`config.mk`:
```
export PLATFORM = sky130hd
export DESIGN_NAME = mwts_sequencer
export DESIGN_NICKNAME = d
export VERILOG_FILES = /design/src/mwts_pkg.sv /design/src/mwts_reg_if.sv /design/src/mwts_sequencer.sv /design/src/mwts_step_decode.sv /design/src/mwts_apb_slave.sv
export VERILOG_INCLUDE_DIRS = /design/src
export SDC_FILE = /design/constraint.sdc
export NUM_CORES = 1
export LEC_CHECK = 0
export BUFFER_PORTS_ARGS = -buffer_cell sky130_fd_sc_hd__buf_2
export CORE_UTILIZATION = 47
export DETAILED_ROUTE_END_ITERATION = 8
export GPL_ROUTABILITY_DRIVEN = 0
export PLACE_DENSITY = 0.75
export SETUP_SLACK_MARGIN = 0.15
export SLEW_MARGIN = 20
export SYNTH_ARGS = -nofsm -noshare
export SYNTH_HDL_FRONTEND = slang
export SYNTH_SLANG_ARGS = --single-unit
```
`constraint.sdc`:
```
create_clock -name pclk -period 13.8 [get_ports pclk]
set_input_delay 0.69 -clock pclk [delete_from_list [all_inputs] [get_ports pclk]]
set_output_delay 0.69 -clock pclk [all_outputs]
set_load 0.02 [all_outputs]
```
`src/mwts_regs.svh`:
```
// Purpose: Register indices, field positions and reset values of the
//          microstep wave table sequencer.
// Assumes: Included by bare name; definitions only.
// Notes:   Byte address of a register is four times its index.
`ifndef MWTS_REGS_SVH
`define MWTS_REGS_SVH

`define MWTS_IDX_SEGSEL    8'h68
`define MWTS_IDX_START     8'h69
`define MWTS_IDX_POS       8'h6A
`define MWTS_IDX_CUR       8'h6B

`define MWTS_ADDR_IDX      9:2
`define MWTS_ADDR_HIGH     11:10
`define MWTS_ADDR_LANE     1:0

`define MWTS_RST_SEGSEL    32'hFFFF8056
`define MWTS_RST_START     32'h00F70000
`define MWTS_START_MASK    32'hFFFF00FF
`define MWTS_RST_POS       10'h000
`define MWTS_RST_MAG_B     9'h000
`define MWTS_RST_MAG_A     9'h0F7

`define MWTS_F_THIRD_BORDER  31:24
`define MWTS_F_SECOND_BORDER 23:16
`define MWTS_F_FIRST_BORDER  15:8
`define MWTS_F_WIDTHS      7:0
`define MWTS_F_COS_OFS     31:24
`define MWTS_F_COS_START   23:16
`define MWTS_F_SIN_START   7:0
`define MWTS_F_POS         9:0
`define MWTS_F_PHASE_A_CUR 24:16
`define MWTS_F_PHASE_B_CUR 8:0

`define MWTS_WCODE_BITS    2
`define MWTS_HALF_TURN     10'h100
`define MWTS_ONE_STEP      10'h001

`endif

```
`src/mwts_pkg.sv`:
```
// Purpose: Types shared by the microstep wave table sequencer.
// Assumes: Constants live in mwts_regs.svh.
// Notes:   None.
package mwts_pkg;
  typedef logic        [8:0] mwts_mag_type;
  typedef logic signed [2:0] mwts_delta_type;
  typedef logic        [7:0] mwts_idx_type;
  typedef enum {MWTS_BUS_IDLE, MWTS_BUS_ACCESS} mwts_bus_state_type;
endpackage

```
`src/mwts_reg_if.sv`:
```
// Purpose: Register access path between the bus slave and register file.
// Assumes: Single clock domain.
// Notes:   rdata and hit are combinational from the register file.
`timescale 1ns/1ps
interface mwts_reg_if;
  import mwts_pkg::*;
  logic         wr_en;
  mwts_idx_type idx;
  logic  [31:0] wdata;
  logic  [31:0] rdata;
  logic         hit;
  modport bus  (output wr_en, idx, wdata, input rdata, hit);
  modport regs (input wr_en, idx, wdata, output rdata, hit);
endinterface

```
`src/mwts_sequencer.sv`:
```
// Purpose: Microstep wave sequencer: walks a differential quarter-wave
//          table and produces unscaled sine and cosine phase currents.
// Assumes: One clock pclk; step_pulse is a one-cycle synchronous strobe.
// Notes:   Phase currents follow the magnitude walk by one clock.
//
// What this block does
// - Wave table splits into four segments at the three borders.
// - Width code and table bit pick step -1..+3 between entries.
// - Width code n in bits 2n+1:2n applies to segment n.
// - Passing position zero loads start values into both currents.
// - Cosine offset bits 31:24 is signed; cosine starts at 256+offset.
// - Cosine start bits 23:16 hold value at position zero; reset 247.
// - Sine start bits 7:0 hold value of table entry zero.
// - Read-only 10-bit position for phase B; phase A adds 256.
// - Phase A current, 9 bits at 24:16, read-only, unscaled.
// - Phase B current, 9 bits at 8:0, read-only, unscaled.
// - One table bit per quarter-wave entry encodes entry difference.
`timescale 1ns/1ps
`include "mwts_regs.svh"
module mwts_sequencer
  import mwts_pkg::*;
(
  input  wire logic          pclk,
  input  wire logic          presetn,
  input  wire logic [11:0]   paddr,
  input  wire logic          psel,
  input  wire logic          penable,
  input  wire logic          pwrite,
  input  wire logic [31:0]   pwdata,
  output logic      [31:0]   prdata,
  output logic               pready,
  output logic               pslverr,
  input  wire logic          step_pulse,
  input  wire logic          step_dir,
  input  wire logic [255:0]  differential_wave_table,
  output logic      [9:0]    table_position_counter,
  output logic      [8:0]    phase_a_current,
  output logic      [8:0]    phase_b_current
);
  mwts_reg_if   rif ();

  logic [31:0]  wave_segment_select_q;
  logic [31:0]  wave_start_values_q;
  logic [9:0]   pos_d;
  logic         wrap_to_zero;
  logic [7:0]   cos_ofs;
  logic [9:0]   ph_pos   [2];
  mwts_mag_type mag_q    [2];
  mwts_mag_type mag_d    [2];
  mwts_mag_type load_val [2];

  ////////////////////////////////////////////////////////////////////////
  mwts_apb_slave u_bus (
    .pclk    (pclk),
    .presetn (presetn),
    .paddr   (paddr),
    .psel    (psel),
    .penable (penable),
    .pwrite  (pwrite),
    .pwdata  (pwdata),
    .prdata  (prdata),
    .pready  (pready),
    .pslverr (pslverr),
    .rb      (rif)
  );

  ////////////////////////////////////////////////////////////////////////
  // Register file. Rewriting borders or widths mid-wave corrupts the
  // walk; software is expected to do it only at position zero.
  always_ff @(posedge pclk or negedge presetn) begin
    if (!presetn) begin
      wave_segment_select_q <= `MWTS_RST_SEGSEL;
    end else if (rif.wr_en && rif.idx == `MWTS_IDX_SEGSEL) begin
      wave_segment_select_q <= rif.wdata;
    end
  end

  always_ff @(posedge pclk or negedge presetn) begin
    if (!presetn) begin
      wave_start_values_q <= `MWTS_RST_START;
    end else if (rif.wr_en && rif.idx == `MWTS_IDX_START) begin
      wave_start_values_q <= rif.wdata & `MWTS_START_MASK;
    end
  end

  always_comb begin
    rif.hit   = 1'b1;
    rif.rdata = 32'h0;
    case (rif.idx)
      `MWTS_IDX_SEGSEL: rif.rdata = wave_segment_select_q;
      `MWTS_IDX_START:  rif.rdata = wave_start_values_q;
      `MWTS_IDX_POS:
        rif.rdata[`MWTS_F_POS] = table_position_counter;
      `MWTS_IDX_CUR: begin
        rif.rdata[`MWTS_F_PHASE_A_CUR] = phase_a_current;
        rif.rdata[`MWTS_F_PHASE_B_CUR] = phase_b_current;
      end
      default: rif.hit = 1'b0;
    endcase
  end

  ////////////////////////////////////////////////////////////////////////
  // Position counter, free wrap over the full electrical turn.
  always_comb begin
    if (!step_pulse) begin
      pos_d = table_position_counter;
    end else if (step_dir) begin
      pos_d = table_position_counter + `MWTS_ONE_STEP;
    end else begin
      pos_d = table_position_counter - `MWTS_ONE_STEP;
    end
  end

  assign wrap_to_zero = step_pulse && (pos_d == `MWTS_RST_POS);

  always_ff @(posedge pclk or negedge presetn) begin
    if (!presetn) begin
      table_position_counter <= `MWTS_RST_POS;
    end else begin
      table_position_counter <= pos_d;
    end
  end

  ////////////////////////////////////////////////////////////////////////
  // Phase B runs on the counter itself, phase A a quarter turn (one full
  // pass of the quarter table) further plus the signed cosine offset.
  assign cos_ofs   = wave_start_values_q[`MWTS_F_COS_OFS];
  assign ph_pos[0] = table_position_counter;
  assign ph_pos[1] = table_position_counter + `MWTS_HALF_TURN
                     + {{2{cos_ofs[7]}}, cos_ofs};

  assign load_val[0] = {1'b0, wave_start_values_q[`MWTS_F_SIN_START]};
  assign load_val[1] = {1'b0, wave_start_values_q[`MWTS_F_COS_START]};

  // Each phase walks its own magnitude. Of the two positions spanned by
  // a step, the lower one names the table bit; in a falling quarter the
  // entry is mirrored and the step reverses sign.
  for (genvar g = 0; g < 2; g++) begin : g_phase
    logic [9:0]     lo;
    logic           rising;
    logic [7:0]     entry;
    logic           plus;
    mwts_delta_type delta;
    mwts_mag_type   delta_ext;

    assign lo        = step_dir ? ph_pos[g] : ph_pos[g] - `MWTS_ONE_STEP;
    assign rising    = !lo[8];
    assign entry     = rising ? lo[7:0] : ~lo[7:0];
    assign plus      = (rising == step_dir);
    assign delta_ext = {{6{delta[2]}}, delta};

    mwts_step_decode u_dec (
      .first_border  (wave_segment_select_q[`MWTS_F_FIRST_BORDER]),
      .second_border (wave_segment_select_q[`MWTS_F_SECOND_BORDER]),
      .third_border  (wave_segment_select_q[`MWTS_F_THIRD_BORDER]),
      .widths        (wave_segment_select_q[`MWTS_F_WIDTHS]),
      .entry         (entry),
      .table_bit     (differential_wave_table[entry]),
      .delta         (delta)
    );

    always_comb begin
      if (wrap_to_zero) begin
        mag_d[g] = load_val[g];
      end else if (step_pulse && plus) begin
        mag_d[g] = mag_q[g] + delta_ext;
      end else if (step_pulse) begin
        mag_d[g] = mag_q[g] - delta_ext;
      end else begin
        mag_d[g] = mag_q[g];
      end
    end

    always_ff @(posedge pclk or negedge presetn) begin
      if (!presetn) begin
        mag_q[g] <= (g == 0) ? `MWTS_RST_MAG_B : `MWTS_RST_MAG_A;
      end else begin
        mag_q[g] <= mag_d[g];
      end
    end
  end

  ////////////////////////////////////////////////////////////////////////
  // Second half of the turn negates; registered so the outputs and the
  // readback come straight from flops.
  always_ff @(posedge pclk or negedge presetn) begin
    if (!presetn) begin
      phase_b_current <= `MWTS_RST_MAG_B;
      phase_a_current <= `MWTS_RST_MAG_A;
    end else begin
      phase_b_current <= ph_pos[0][9] ? -mag_q[0] : mag_q[0];
      phase_a_current <= ph_pos[1][9] ? -mag_q[1] : mag_q[1];
    end
  end
endmodule

```
`src/mwts_step_decode.sv`:
```
// Purpose: Turns one differential table bit into a signed entry step.
// Assumes: Borders are ordered by software; otherwise the result is
//          merely some legal step.
// Notes:   Pure combinational.
`timescale 1ns/1ps
`include "mwts_regs.svh"
module mwts_step_decode
  import mwts_pkg::*;
(
  input  wire logic [7:0]    first_border,
  input  wire logic [7:0]    second_border,
  input  wire logic [7:0]    third_border,
  input  wire logic [7:0]    widths,
  input  wire logic [7:0]    entry,
  input  wire logic          table_bit,
  output mwts_delta_type     delta
);
  logic [1:0] seg;
  logic [1:0] wcode;

  always_comb begin
    if (entry < first_border) begin
      seg = 2'h0;
    end else if (entry < second_border) begin
      seg = 2'h1;
    end else if (entry < third_border) begin
      seg = 2'h2;
    end else begin
      seg = 2'h3;
    end
    wcode = widths[{seg, 1'b0} +: `MWTS_WCODE_BITS];
    // Code minus one plus the bit gives -1..+3.
    delta = $signed({1'b0, wcode}) - 3'sh1
            + $signed({2'h0, table_bit});
  end
endmodule

```
`src/mwts_apb_slave.sv`:
```
// Purpose: APB slave front end; one access cycle, registered answer.
// Assumes: APB master keeps address and data stable during a transfer.
// Notes:   Unmapped or misaligned addresses answer with pslverr.
`timescale 1ns/1ps
`include "mwts_regs.svh"
module mwts_apb_slave
  import mwts_pkg::*;
(
  input  wire logic          pclk,
  input  wire logic          presetn,
  input  wire logic [11:0]   paddr,
  input  wire logic          psel,
  input  wire logic          penable,
  input  wire logic          pwrite,
  input  wire logic [31:0]   pwdata,
  output logic      [31:0]   prdata,
  output logic               pready,
  output logic               pslverr,
  mwts_reg_if.bus            rb
);
  mwts_bus_state_type state_q;
  logic               ok;

  assign rb.idx   = paddr[`MWTS_ADDR_IDX];
  assign rb.wdata = pwdata;
  assign ok       = rb.hit && (paddr[`MWTS_ADDR_HIGH] == 2'h0)
                    && (paddr[`MWTS_ADDR_LANE] == 2'h0);
  // Writes land only at the completing edge of the access phase.
  assign rb.wr_en = (state_q == MWTS_BUS_ACCESS) && psel && penable
                    && pwrite && ok;

  ////////////////////////////////////////////////////////////////////////
  always_ff @(posedge pclk or negedge presetn) begin
    if (!presetn) begin
      state_q <= MWTS_BUS_IDLE;
      pready  <= 1'b0;
      pslverr <= 1'b0;
      prdata  <= 32'h0;
    end else begin
      case (state_q)
        MWTS_BUS_IDLE: begin
          if (psel && !penable) begin
            state_q <= MWTS_BUS_ACCESS;
            pready  <= 1'b1;
            pslverr <= !ok;
            prdata  <= (!pwrite && ok) ? rb.rdata : 32'h0;
          end
        end
        MWTS_BUS_ACCESS: begin
          // Leaves also if the master aborts, so the slave never hangs.
          if (!(psel && !penable)) begin
            state_q <= MWTS_BUS_IDLE;
            pready  <= 1'b0;
            pslverr <= 1'b0;
          end
        end
        default: begin
          state_q <= MWTS_BUS_IDLE;
          pready  <= 1'b0;
          pslverr <= 1'b0;
        end
      endcase
    end
  end
endmodule

```
After elaboration in Yosys (flattened, before gate mapping)

Index checks and enable logic that the tools add are counted.

Flip-flop bits (word level): 168
Output and inout port bits: 62
Logic and storage cells: 114

Add/sub/neg operators: 15
$lt $le $gt $ge: 8
Equality and inequality tests: 10
Shift-type cells: 2
Muxes and demuxes: 39
Bitwise gates (word level): 2
Reductions and logical operators: 27

Operators with widths:

| cell                                                       | number |
|---|---|
| two-way mux 32 bit                                         | 3 |
| two-way mux 9 bit                                          | 10 |
| case mux 32 bit (2 select lines)                           | 1 |
| less-than comparator 8 bit                                 | 6 |
| case mux 9 bit (4 select lines)                            | 1 |
| == test 32 x 1 -> 1 bit, second input constant             | 1 |
| == test 32 x 2 -> 1 bit, second input constant             | 1 |
| == test 8 x 7 -> 1 bit, second input constant              | 4 |
| logical NOT 32 bit                                         | 1 |
| case mux 9 bit (3 select lines)                            | 1 |
| two-way mux 10 bit                                         | 2 |
| adder 9 bit                                                | 2 |
| less-than comparator 8 x 9 -> 1 bit, second input constant | 2 |
| negation 9 bit                                             | 2 |
| subtractor 9 bit                                           | 2 |
| binary-select mux 1 bit (select 8 bit)                     | 2 |
| two-way mux 8 bit                                          | 2 |
| inverter 8 bit                                             | 2 |
| variable part select 8 x 4 -> 2 bit                        | 2 |
| case mux 7 bit (2 select lines)                            | 1 |
| logical AND 1 bit                                          | 13 |
| adder 10 x 1 -> 10 bit, second input constant              | 1 |
| adder 10 bit                                               | 1 |
| adder 10 x 9 -> 10 bit, second input constant              | 1 |
| other kinds (17)                                           | 39 |

Logic depth before layout (Yosys ltp)

Gate-level depths: netlist (run 1).

Word-level depth: 17
Depth in mapped cells: 37
Mapped depth without buffers: 37

By module

From an unflattened synthesis (run 1), not the netlist that was laid out.

Cell total of the unflattened synthesis: 1960
Area, all modules: 14914.3 um^2

By module, submodules not included:

| module           | instances | cells each | area an instance (um^2) | sequential area each (um^2) |
|---|---|---|---|---|
| mwts_sequencer   | 1         | 1626       | 11740.0                 | 2605.0 |
| mwts_apb_slave   | 1         | 160        | 1798.0                  | 850.8 |
| mwts_step_decode | 2         | 87         | 688.2                   | 0.0 |

Worst setup path after synthesis (run 1)

Ideal clock, no wire load.

Kind: flip-flop to flip-flop
From: register table_position_counter[1]
To: register mag_q[8] (netlist bit)
Setup time: 0.121 ns
Data arrival time: 7.771 ns
Required time: 13.679 ns
Path slack: 5.908 ns
Cell stages (with the launch flop): 35
Buffers on the path: 0
Clock period less this slack: 7.892 ns
Path through: dfrtp_1 > ha_1 > ha_1 > inv_1 > fa_1 > nor2b_1 > o31a_1 > o221a_4 > o311ai_4 > nor2_4 > xnor2_4 > xor2_1 > inv_1 > ha_1 > a21o_1 > a211o_1 > o311ai_1 > mux2_2 > mux2_2 > mux2i_1 > xor2_1 > ha_1 > inv_1 > ha_1 > a21oi_1 > ha_1 > a21o_1 > a21o_1 > a21o_1 > a21oi_1 > o21bai_1 > a21oi_1 > xor2_1 > o21ai_0 > a22o_1

Word-level cells in the longest chain between the ends: 17

RTL lines:

| element                             | line                   | source |
|---|---|---|
| start, declared                     | mwts_sequencer.sv:36   | `output logic [9:0] table_position_counter,` |
| start signal, assigned              | mwts_sequencer.sv:118  | `` table_position_counter <= `MWTS_RST_POS; `` |
| start signal, assigned              | mwts_sequencer.sv:120  | `table_position_counter <= pos_d;` |
| adder 10 x 9 -> 10 bit (no line)    | n/a                    |  |
| adder 10 bit                        | mwts_sequencer.sv:129  | `` assign ph_pos[1] = table_position_counter + `MWTS_HALF_TURN `` |
| subtractor 9 x 1 -> 9 bit (no line) | n/a                    |  |
| two-way mux 9 bit (no line)         | n/a                    |  |
| inverter 8 bit                      | mwts_sequencer.sv:148  | `assign entry = rising ? lo[7:0] : ~lo[7:0];` |
| two-way mux 8 bit                   | mwts_sequencer.sv:148  |  |
| less-than comparator 8 bit          | mwts_step_decode.sv:26 | `end else if (entry < third_border) begin` |
| two-way mux 1 bit                   | mwts_step_decode.sv:26 |  |
| two-way mux 2 bit                   | mwts_step_decode.sv:24 | `end else if (entry < second_border) begin` |
| two-way mux 2 bit                   | mwts_step_decode.sv:22 | `if (entry < first_border) begin` |
| variable part select 8 x 4 -> 2 bit | mwts_step_decode.sv:31 | `` wcode = widths[{seg, 1'b0} +: `MWTS_WCODE_BITS]; `` |
| subtractor 2 x 1 -> 3 bit           | mwts_step_decode.sv:33 | `delta = $signed({1'b0, wcode}) - 3'sh1` |
| adder 3 x 2 -> 3 bit                | mwts_step_decode.sv:34 | `+ $signed({2'h0, table_bit});` |
| subtractor 9 bit                    | mwts_sequencer.sv:168  | `mag_d[g] = mag_q[g] - delta_ext;` |
| two-way mux 9 bit                   | mwts_sequencer.sv:167  | `end else if (step_pulse) begin` |
| two-way mux 9 bit                   | mwts_sequencer.sv:165  | `end else if (step_pulse && plus) begin` |
| two-way mux 9 bit                   | mwts_sequencer.sv:163  | `if (wrap_to_zero) begin` |
| end signal, assigned by index       | mwts_sequencer.sv:176  | `` mag_q[g] <= (g == 0) ? `MWTS_RST_MAG_B : `MWTS_RST_MAG_A; `` |
| end signal, assigned by index       | mwts_sequencer.sv:178  | `mag_q[g] <= mag_d[g];` |
| end, declared                       | mwts_sequencer.sv:48   | `mwts_mag_type mag_q [2];` |

Several ways; a longest one is shown, not always the timed one. The select of a mux whose other input is x is not followed.
A chain may end at the register's enable or synchronous reset.

Worst setup path after layout (run 1)

Ends and elaborated chain as after synthesis.

==> results.cfg, run 1 <==
[finish]
final_nets = 2175
syn2layout_area_growth_pct = 20.09
final_util_pct = 57.43
seqCellArea_um2 = 3456
fill_cells = 2540
multi_input_area_um2 = 9638
instances_no_fill = 2174
drive_gt1_share_pct = 35.16

[sta]
hold_violations = 0
skew_ns = 0.01042
slew_headroom_pct = 21.10
fmax_ghz = 0.1058
final-setup-viol-count = 0
worst_pin_slew_ns = 1.151
finalWorstPathRequiredPeriod_ns = 9.449
timing.hold.ws_ns = 0.3102
rsz0062_at_grt = false
period_share_pct = 68.47
fin_tns_setup_ns = 0
drv_slew = 0

[grt]
grt_max_degree = 83
grt.total_usage_pct = 30.70
grt_pass1_vias = 13050
gr-total-overflow = 0
antenna_found_initial = 2
grt_pass1_wl_um = 72330

[clock_tree]
cts_resized = 0
root_buffer = clkbuf_16
postCtsHoldBufs = 0
clk_pin_slew_worst_paths_ns = 0.06
htree_levels = 4
clk_path_buf_depth = 2
clock-sinks = 136
cts_tree = done
post-cts-setup-buffers = 0
cts_buffers = 17
clk_latency_ns = 0.43

[critical_path]
slowest_stage = buf_4
crit_type = reg -> reg
cp-end-kind = flip-flop
crit_required_ns = 14.11
cp-start-kind = flip-flop
arrival_ns = 9.76
critPathMaxFanout = 76
slowest_delay_ns = 0.85
crit_top_cell = ha_1

[floorplanning]
start_util_pct = 47.82
die_h_um = 172.9
ios = 369
design.core.area_um2 = 28700
num_rows = 62
chipWidth_um = 172.9
dieArea_um2 = 29890

[synth]
synth_area_leaders = dfrtp_1 (17%), mux4_2 (12%), mux2i_1 (9.0%)
synth.most_common_cell = nand2_1
syn_inst = 1459
synth.mux.area_fraction_pct = 26.19
syn_area_um2 = 13730
synth-seq-area-share_pct = 25.18
synth.distinct_cells = 78
synth_edf_count = 0
synth_top_family_by_area = multiplexers
yosysWarningCount = 0
yosysTopAreaCellShare_pct = 17.14
yosysTopAreaCell = dfrtp_1
synthAdderAreaFrac_pct = 8.605
synth-async-reset-ratio_pct = 100.0
synth-simple-area-share_pct = 12.71
syn_nets = 1858
ys_top_cells_by_count = nand2_1 (185), mux2i_1 (124), dfrtp_1 (94), ha_1 (88), inv_1 (86)
syn_area_per_cell_um2 = 9.408
ys_ff_latch = 136
synth_compound_area_share_pct = 15.72
synth-main-ff-cell = dfrtp_1
synth-xor-area-share_pct = 6.180

[detailed_routing]
drc = 0
first_pass_iters = 5
antenna_violating_nets_post_route = 0
num_vias = 13200
vias_per_cell = 6.074
wl_um = 46610
wire_per_inst_um = 21.44
drtIter0Drc = 1219

[outcome]
status = complete, no violations

[run]
max_cap_violations = 0

[place]
hpwl_um = 35790
port_buffers = 368
placed_cells = 2140

[min_path]
hold_path_class = in -> async
metrics by stage:
step / setup slack [ns] / area (um^2)
2_1_floorplan: 5.908 / 13730
3_3_place_gp: 4.790 / 15850
3_5_place_dp: 4.432 / 15850
4_1_cts: 4.421 / 16430
5_1_grt: 3.876 / 16480
6_report: 4.351 / 16480
metal layers:
layer | GRT usage [%] | vias to the layer above | wire (um)
met5 | 0 | - | 9
met4 | 11.73 | 2 | 1536
met3 | 5.167 | 115 | 3478
met2 | 49.85 | 623 | 21980
met1 | 41.06 | 6451 | 19600
li1 | - | 6013 | -
sequential cells by signal (all words and copies together), names as in the netlist:
register,cells
phase_b_current,9
mag_q,18
table_position_counter,10
u_bus.pready,1
wave_segment_select_q,32
phase_a_current,9
u_bus.pslverr,1
wave_start_values_q,24
u_bus.prdata,32
layout make-up:
type / count / area share [%]
Clock buffer: 18 / 2.664
Multi-Input combinational cell: 1147 / 58.47
Clock inverter: 14 / 0.8350
Timing Repair Buffer: 386 / 12.13
Antenna cell: 1 / 0.01518
Inverter: 88 / 2.004
Sequential cell: 136 / 20.97
Tap cell: 384 / 2.915
final timing paths:
check,slack [ns],from,end,cells past startpoint
hold / removal,0.31,presetn,u_bus.prdata[22],1
setup / recovery,4.35,table_position_counter[1],mag_q[8],34
min in group pclk,0.41,mag_q[0],phase_a_current[0],0
setup reg to reg,4.35,table_position_counter[1],mag_q[8],34
max in group asynchronous,12.24,presetn,wave_segment_select_q[30],3
hold reg to reg,0.41,mag_q[0],phase_a_current[0],0
worst max-delay path, delay by kind of cell (launching register included):
kind / cells / cell delay (ns)
DFF: 1 / 0.47
muxes: 3 / 0.97
and+or+nand+nor: 3 / 0.39
AOI/OAI and AO/OA: 14 / 3.41
adders and majority gates: 7 / 1.93
buffers and inverters: 4 / 1.46
xor gates and xnor gates: 3 / 0.58
cells in the final DEF (no fill, tap or decap), types with 21 or more instances in the layout:
cell type / n
a21oi_1: 79
buf_2: 367
dfrtp_1: 94
o22ai_1: 24
nor2_1: 76
xnor2_1: 50
nand3_1: 40
inv_1: 86
mux4_2: 75
mux2i_1: 122
nand2_1: 185
a21o_1: 21
dfstp_2: 42
o21ai_0: 75
mux2_2: 59
ha_1: 88
logic make-up (layout without fill, tap and decap cells):
logic type | Yosys count | after routing
other | 0 | 1
buffers and inverters | 176 | 506
xor gates and xnor gates | 83 | 83
and+or+nand+nor | 386 | 386
DFF | 136 | 136
AOI/OAI and AO/OA | 328 | 328
adders and majority gates | 92 | 92
muxes | 258 | 258
Power of run 1 is left out: the tool's default activity adds up to more than one toggle a clock period on the data nets, which glitch-free logic cannot reach.
==> run 2, diff against run 1 <==
--- a/config.mk
+++ b/config.mk
@@ -10,7 +10,7 @@
 export CORE_UTILIZATION = 47
 export DETAILED_ROUTE_END_ITERATION = 8
 export GPL_ROUTABILITY_DRIVEN = 0
-export PLACE_DENSITY = 0.75
+export PLACE_DENSITY = 0.77
 export SETUP_SLACK_MARGIN = 0.15
 export SLEW_MARGIN = 20
 export SYNTH_ARGS = -nofsm -noshare
==> constraint.sdc (replaced) <==
create_clock -name pclk -period 8.3 [get_ports pclk]
set_input_delay 0.415 -clock pclk [delete_from_list [all_inputs] [get_ports pclk]]
set_output_delay 0.415 -clock pclk [all_outputs]
set_load 0.02 [all_outputs]
==> run 2 against run 1 <==
Effect of this change: sequential share of layout area shrank 0.57 points; hold slack worse by 0.29 ns; global-route usage fell by 0.071 points; utilization up 1.6 points; non-clock buffer count is 40 higher; highest routed layer unchanged; register-to-register slack worse by 3.9 ns; sequential cell count stayed put; clock skew fell by 0.0027 ns; first-iteration DRC count rose by 11%; via count increased by 3.4%; largest cell class unchanged; critical path depth unchanged.
==> results.cfg, run 2 (synthesis results as in run 1) <==
[sta]
slew_headroom_pct = 24.65
finalWorstPathRequiredPeriod_ns = 7.889
rsz0062_at_grt = true
drv_slew = 0
period_share_pct = 95.05
fin_tns_setup_ns = 0
worst_pin_slew_ns = 1.122
hold_violations = 0
fmax_ghz = 0.1268
timing.hold.ws_ns = 0.02308
skew_ns = 0.007748
final-setup-viol-count = 0

[grt]
grt.total_usage_pct = 30.63
grt_max_degree = 85
grt_pass1_vias = 13360
grt_pass1_wl_um = 72350
gr-total-overflow = 0
antenna_found_initial = 4

[min_path]
hold_path_class = in -> async

[clock_tree]
root_buffer = clkbuf_16
postCtsHoldBufs = 0
clk_latency_ns = 0.43
cts_buffers = 17
clk_pin_slew_worst_paths_ns = 0.06
clock-sinks = 136
clk_path_buf_depth = 2
cts_tree = done
htree_levels = 4

[floorplanning]
design.core.area_um2 = 28700
dieArea_um2 = 29890
ios = 369
chipWidth_um = 172.9
die_h_um = 172.9
num_rows = 62
start_util_pct = 47.82

[critical_path]
slowest_stage = mux4_2
cp-end-kind = flip-flop
slowest_delay_ns = 0.55
crit_top_cell = ha_1
cp-start-kind = flip-flop
crit_required_ns = 8.62
arrival_ns = 8.21
crit_type = reg -> reg
critPathMaxFanout = 45

[detailed_routing]
antenna_violating_nets_post_route = 0
wl_um = 47210
first_pass_iters = 6
drtIter0Drc = 1358
wire_per_inst_um = 21.29
drc = 0
num_vias = 13660
vias_per_cell = 6.159

[finish]
fill_cells = 2462
final_nets = 2215
seqCellArea_um2 = 3456
mostFrequentLayoutCell = buf_2
drive_gt1_share_pct = 37.18
reg_top3 = u_bus.prdata (32), wave_segment_select_q (32), wave_start_values_q (24)
design_area_um2 = 16950
final_cell_mix = buf_2 (367), nand2_1 (185), mux2i_1 (121)
multi_input_area_um2 = 9682
syn2layout_area_growth_pct = 23.47

[place]
port_buffers = 368
placed_cell_area_um2 = 16150
hpwl_um = 36200

[run]
max_cap_violations = 0

[outcome]
status = complete, no violations
[run 2: routing by layer]
layer | GRT usage [%] | wire length, um | vias up
met2 | 48.99 | 22150 | 812
li1 | - | - | 6086
met1 | 39.95 | 18680 | 6581
met3 | 7.322 | 4570 | 172
met5 | 0 | 23 | -
met4 | 12.24 | 1782 | 4
[run 2: critical path: cells and delay by family (launching register included)]
kind | cells | cell delay [ns]
and+or+nand+nor | 3 | 0.25
xor gates and xnor gates | 4 | 0.85
muxes | 2 | 0.84
adders and majority gates | 7 | 1.70
AOI/OAI and AO/OA | 14 | 2.96
buffers and inverters | 4 | 0.72
DFF | 1 | 0.39
[run 2: metrics by stage]
step	util [%]	setup slack (ns)	cells
2_1_floorplan	-	0.4083	1459
3_5_place_dp	56.26	0.1151	2169
6_report	59.05	0.4111	2217
4_1_cts	58.57	0.1931	2205
5_1_grt	59.01	0.02841	2213
3_3_place_gp	56.26	0.2399	2169
[run 2: final cells by class]
cell class / instances / area share (%)
Multi-Input combinational cell: 1147 / 57.13
Sequential cell: 136 / 20.39
Timing Repair Buffer: 426 / 14.09
Clock buffer: 20 / 2.887
Tap cell: 384 / 2.835
Inverter: 88 / 1.949
Clock inverter: 12 / 0.6645
Antenna cell: 4 / 0.05906
[run 2: final timing paths]
path / startpoint / endpoint / slack [ns] / cells after the start
min in group pclk: pwdata[11] / wave_segment_select_q[11] / 0.19 / 3
min reg2reg: mag_q[0] / phase_a_current[0] / 0.42 / 0
min: presetn / u_bus.prdata[21] / 0.02 / 1
max in group asynchronous: presetn / table_position_counter[4] / 7.10 / 2
max reg2reg: wave_start_values_q[25] / mag_q[8] / 0.41 / 34
max: wave_start_values_q[25] / mag_q[8] / 0.41 / 34
[run 2: timing repair]
item / 4_1_cts / 5_1_grt
buffers inserted: 4 / 8
cloned: 0 / 0
setup endpoints to repair: 1 / 4
pin swaps: 1 / 5
endpoints found under the hold margin: 0 / 0
gates resized for setup: 1 / 14
Power of run 2 is left out for the same reason.
==> run 3, diff against run 2 <==
--- a/config.mk
+++ b/config.mk
@@ -7,9 +7,11 @@
 export NUM_CORES = 1
 export LEC_CHECK = 0
 export BUFFER_PORTS_ARGS = -buffer_cell sky130_fd_sc_hd__buf_2
+export CORE_ASPECT_RATIO = 1.25
 export CORE_UTILIZATION = 47
 export DETAILED_ROUTE_END_ITERATION = 8
 export GPL_ROUTABILITY_DRIVEN = 0
+export MAX_ROUTING_LAYER = met4
 export PLACE_DENSITY = 0.77
 export SETUP_SLACK_MARGIN = 0.15
 export SLEW_MARGIN = 20
==> run 3 against run 2 <==
Effect of this change: clock skew increased by 0.0064 ns; fmax rose by 0.82%; utilization rose by 0.81 points; register-to-register slack better by 0.06 ns; highest routed layer is now met4; sequential share of layout area fell by 0.19 points; final cell count up 1.5%; via count rose by 0.96%; global-route usage increased by 4.0 points; wire length is 8.5% higher; sequential cell count stayed put.
==> results.cfg, run 3 (synthesis results as in run 1) <==
[outcome]
status = complete, no violations

[grt]
antenna_found_initial = 16
grt_pass1_wl_um = 75980
grt_max_degree = 68
grt_pass1_vias = 13600
gr-total-overflow = 0
grt.total_usage_pct = 34.65

[sta]
period_share_pct = 94.28
slew_headroom_pct = 21.56
hold_violations = 0
skew_ns = 0.01418
drv_slew = 0
rsz0062_at_grt = false
finalWorstPathRequiredPeriod_ns = 7.825
final-setup-viol-count = 0
timing.hold.ws_ns = 0.2059
worst_pin_slew_ns = 1.168
fmax_ghz = 0.1278

[critical_path]
cp-end-kind = flip-flop
crit_type = reg -> reg
slowest_delay_ns = 0.45
crit_required_ns = 8.62
arrival_ns = 8.14
cp-start-kind = flip-flop
critPathMaxFanout = 6
slowest_stage = fa_1

[finish]
reg_top3 = u_bus.prdata (32), wave_segment_select_q (32), wave_start_values_q (24)
final_cell_mix = buf_2 (367), nand2_1 (185), mux2i_1 (121)
drive_gt1_share_pct = 37.66
syn2layout_area_growth_pct = 24.62
final_nets = 2226
mostFrequentLayoutCell = buf_2

[clock_tree]
clk_latency_ns = 0.43
root_buffer = clkbuf_16
clk_path_buf_depth = 2
htree_levels = 4
cts_tree = done
clk_pin_slew_worst_paths_ns = 0.07
clock-sinks = 136
cts_buffers = 17

[detailed_routing]
antenna_violating_nets_post_route = 0
wire_per_inst_um = 22.76
wl_um = 51230
vias_per_cell = 6.124
first_pass_iters = 5
drc = 0
num_vias = 13790
drtIter0Drc = 1358

[floorplanning]
design.core.area_um2 = 28580
die_h_um = 193.1
start_util_pct = 48.03
chipWidth_um = 154.9
ios = 369
dieArea_um2 = 29900
num_rows = 69

[place]
hpwl_um = 39760
port_buffers = 368

[min_path]
hold_path_class = in -> reg

[run]
max_cap_violations = 0
==> run 3: layout make-up <==
class / instances / area, um^2
clock buffer: 18 / 429.2
antenna: 21 / 52.55
tap: 390 / 488.0
inverter: 88 / 330.3
fill: 2417 / 11470
clock inverter: 14 / 173.9
multi-input combinational: 1147 / 9723
sequential: 136 / 3456
timing repair buffer: 437 / 2452
==> run 3: stage by stage <==
| step | area (um^2) | util [%] | TNS (ns) | instances | setup slack (ns) |
|---|---|---|---|---|---|
| 6_report | 17110 | 59.86 | 0 | 2251 | 0.4751 |
| 5_1_grt | 17090 | 59.81 | 0 | 2246 | 0.09922 |
| 2_1_floorplan | 13730 | - | 0 | 1459 | 0.4083 |
| 3_3_place_gp | 16190 | 56.65 | 0 | 2178 | 0.2246 |
| 4_1_cts | 16850 | 58.96 | 0 | 2217 | 0.1727 |
| 3_5_place_dp | 16190 | 56.65 | -0.07186 | 2178 | -0.07186 |
==> run 3: path summary, 6_finish.rpt <==
kind	depth (start not counted)	startpoint	slack, ns	to
max	35	table_position_counter[1]	0.48	mag_q[8]
min	3	pwdata[23]	0.21	wave_segment_select_q[23]
max reg2reg	35	table_position_counter[1]	0.48	mag_q[8]
min reg2reg	0	mag_q[0]	0.43	phase_a_current[0]
max in group asynchronous	4	presetn	6.09	wave_segment_select_q[9]
min in group asynchronous	2	presetn	0.41	u_bus.prdata[17]
==> run 3: repair_timing <==
action	CTS	global route
gates resized for setup	0	18
endpoints found under the hold margin	18	0
endpoints found under the setup margin	1	3
hold buffers	1	0
pin swaps	3	8
setup buffers	6	13
==> run 3: per-layer routing <==
metal	global-route usage, %	wire [um]	vias up	part of all wire (%)
met4	19.04	2754	0	5.4
met3	7.979	4571	188	8.9
met2	59.14	25580	795	50
met5	-	0	-	0
li1	-	-	6144	-
met1	37.46	18320	6659	36
==> run 3: worst max-delay path: cells and delay by family (launching register included) <==
kind                       cells  cell delay (ns)
AOI/OAI and AO/OA             16             3.26
xor gates and xnor gates       4             0.87
adders and majority gates      6             1.77
buffers and inverters          2             0.19
DFF                            1             0.39
muxes                          3             0.85
and+or+nand+nor                4             0.37
Power of run 3 is left out for the same reason.
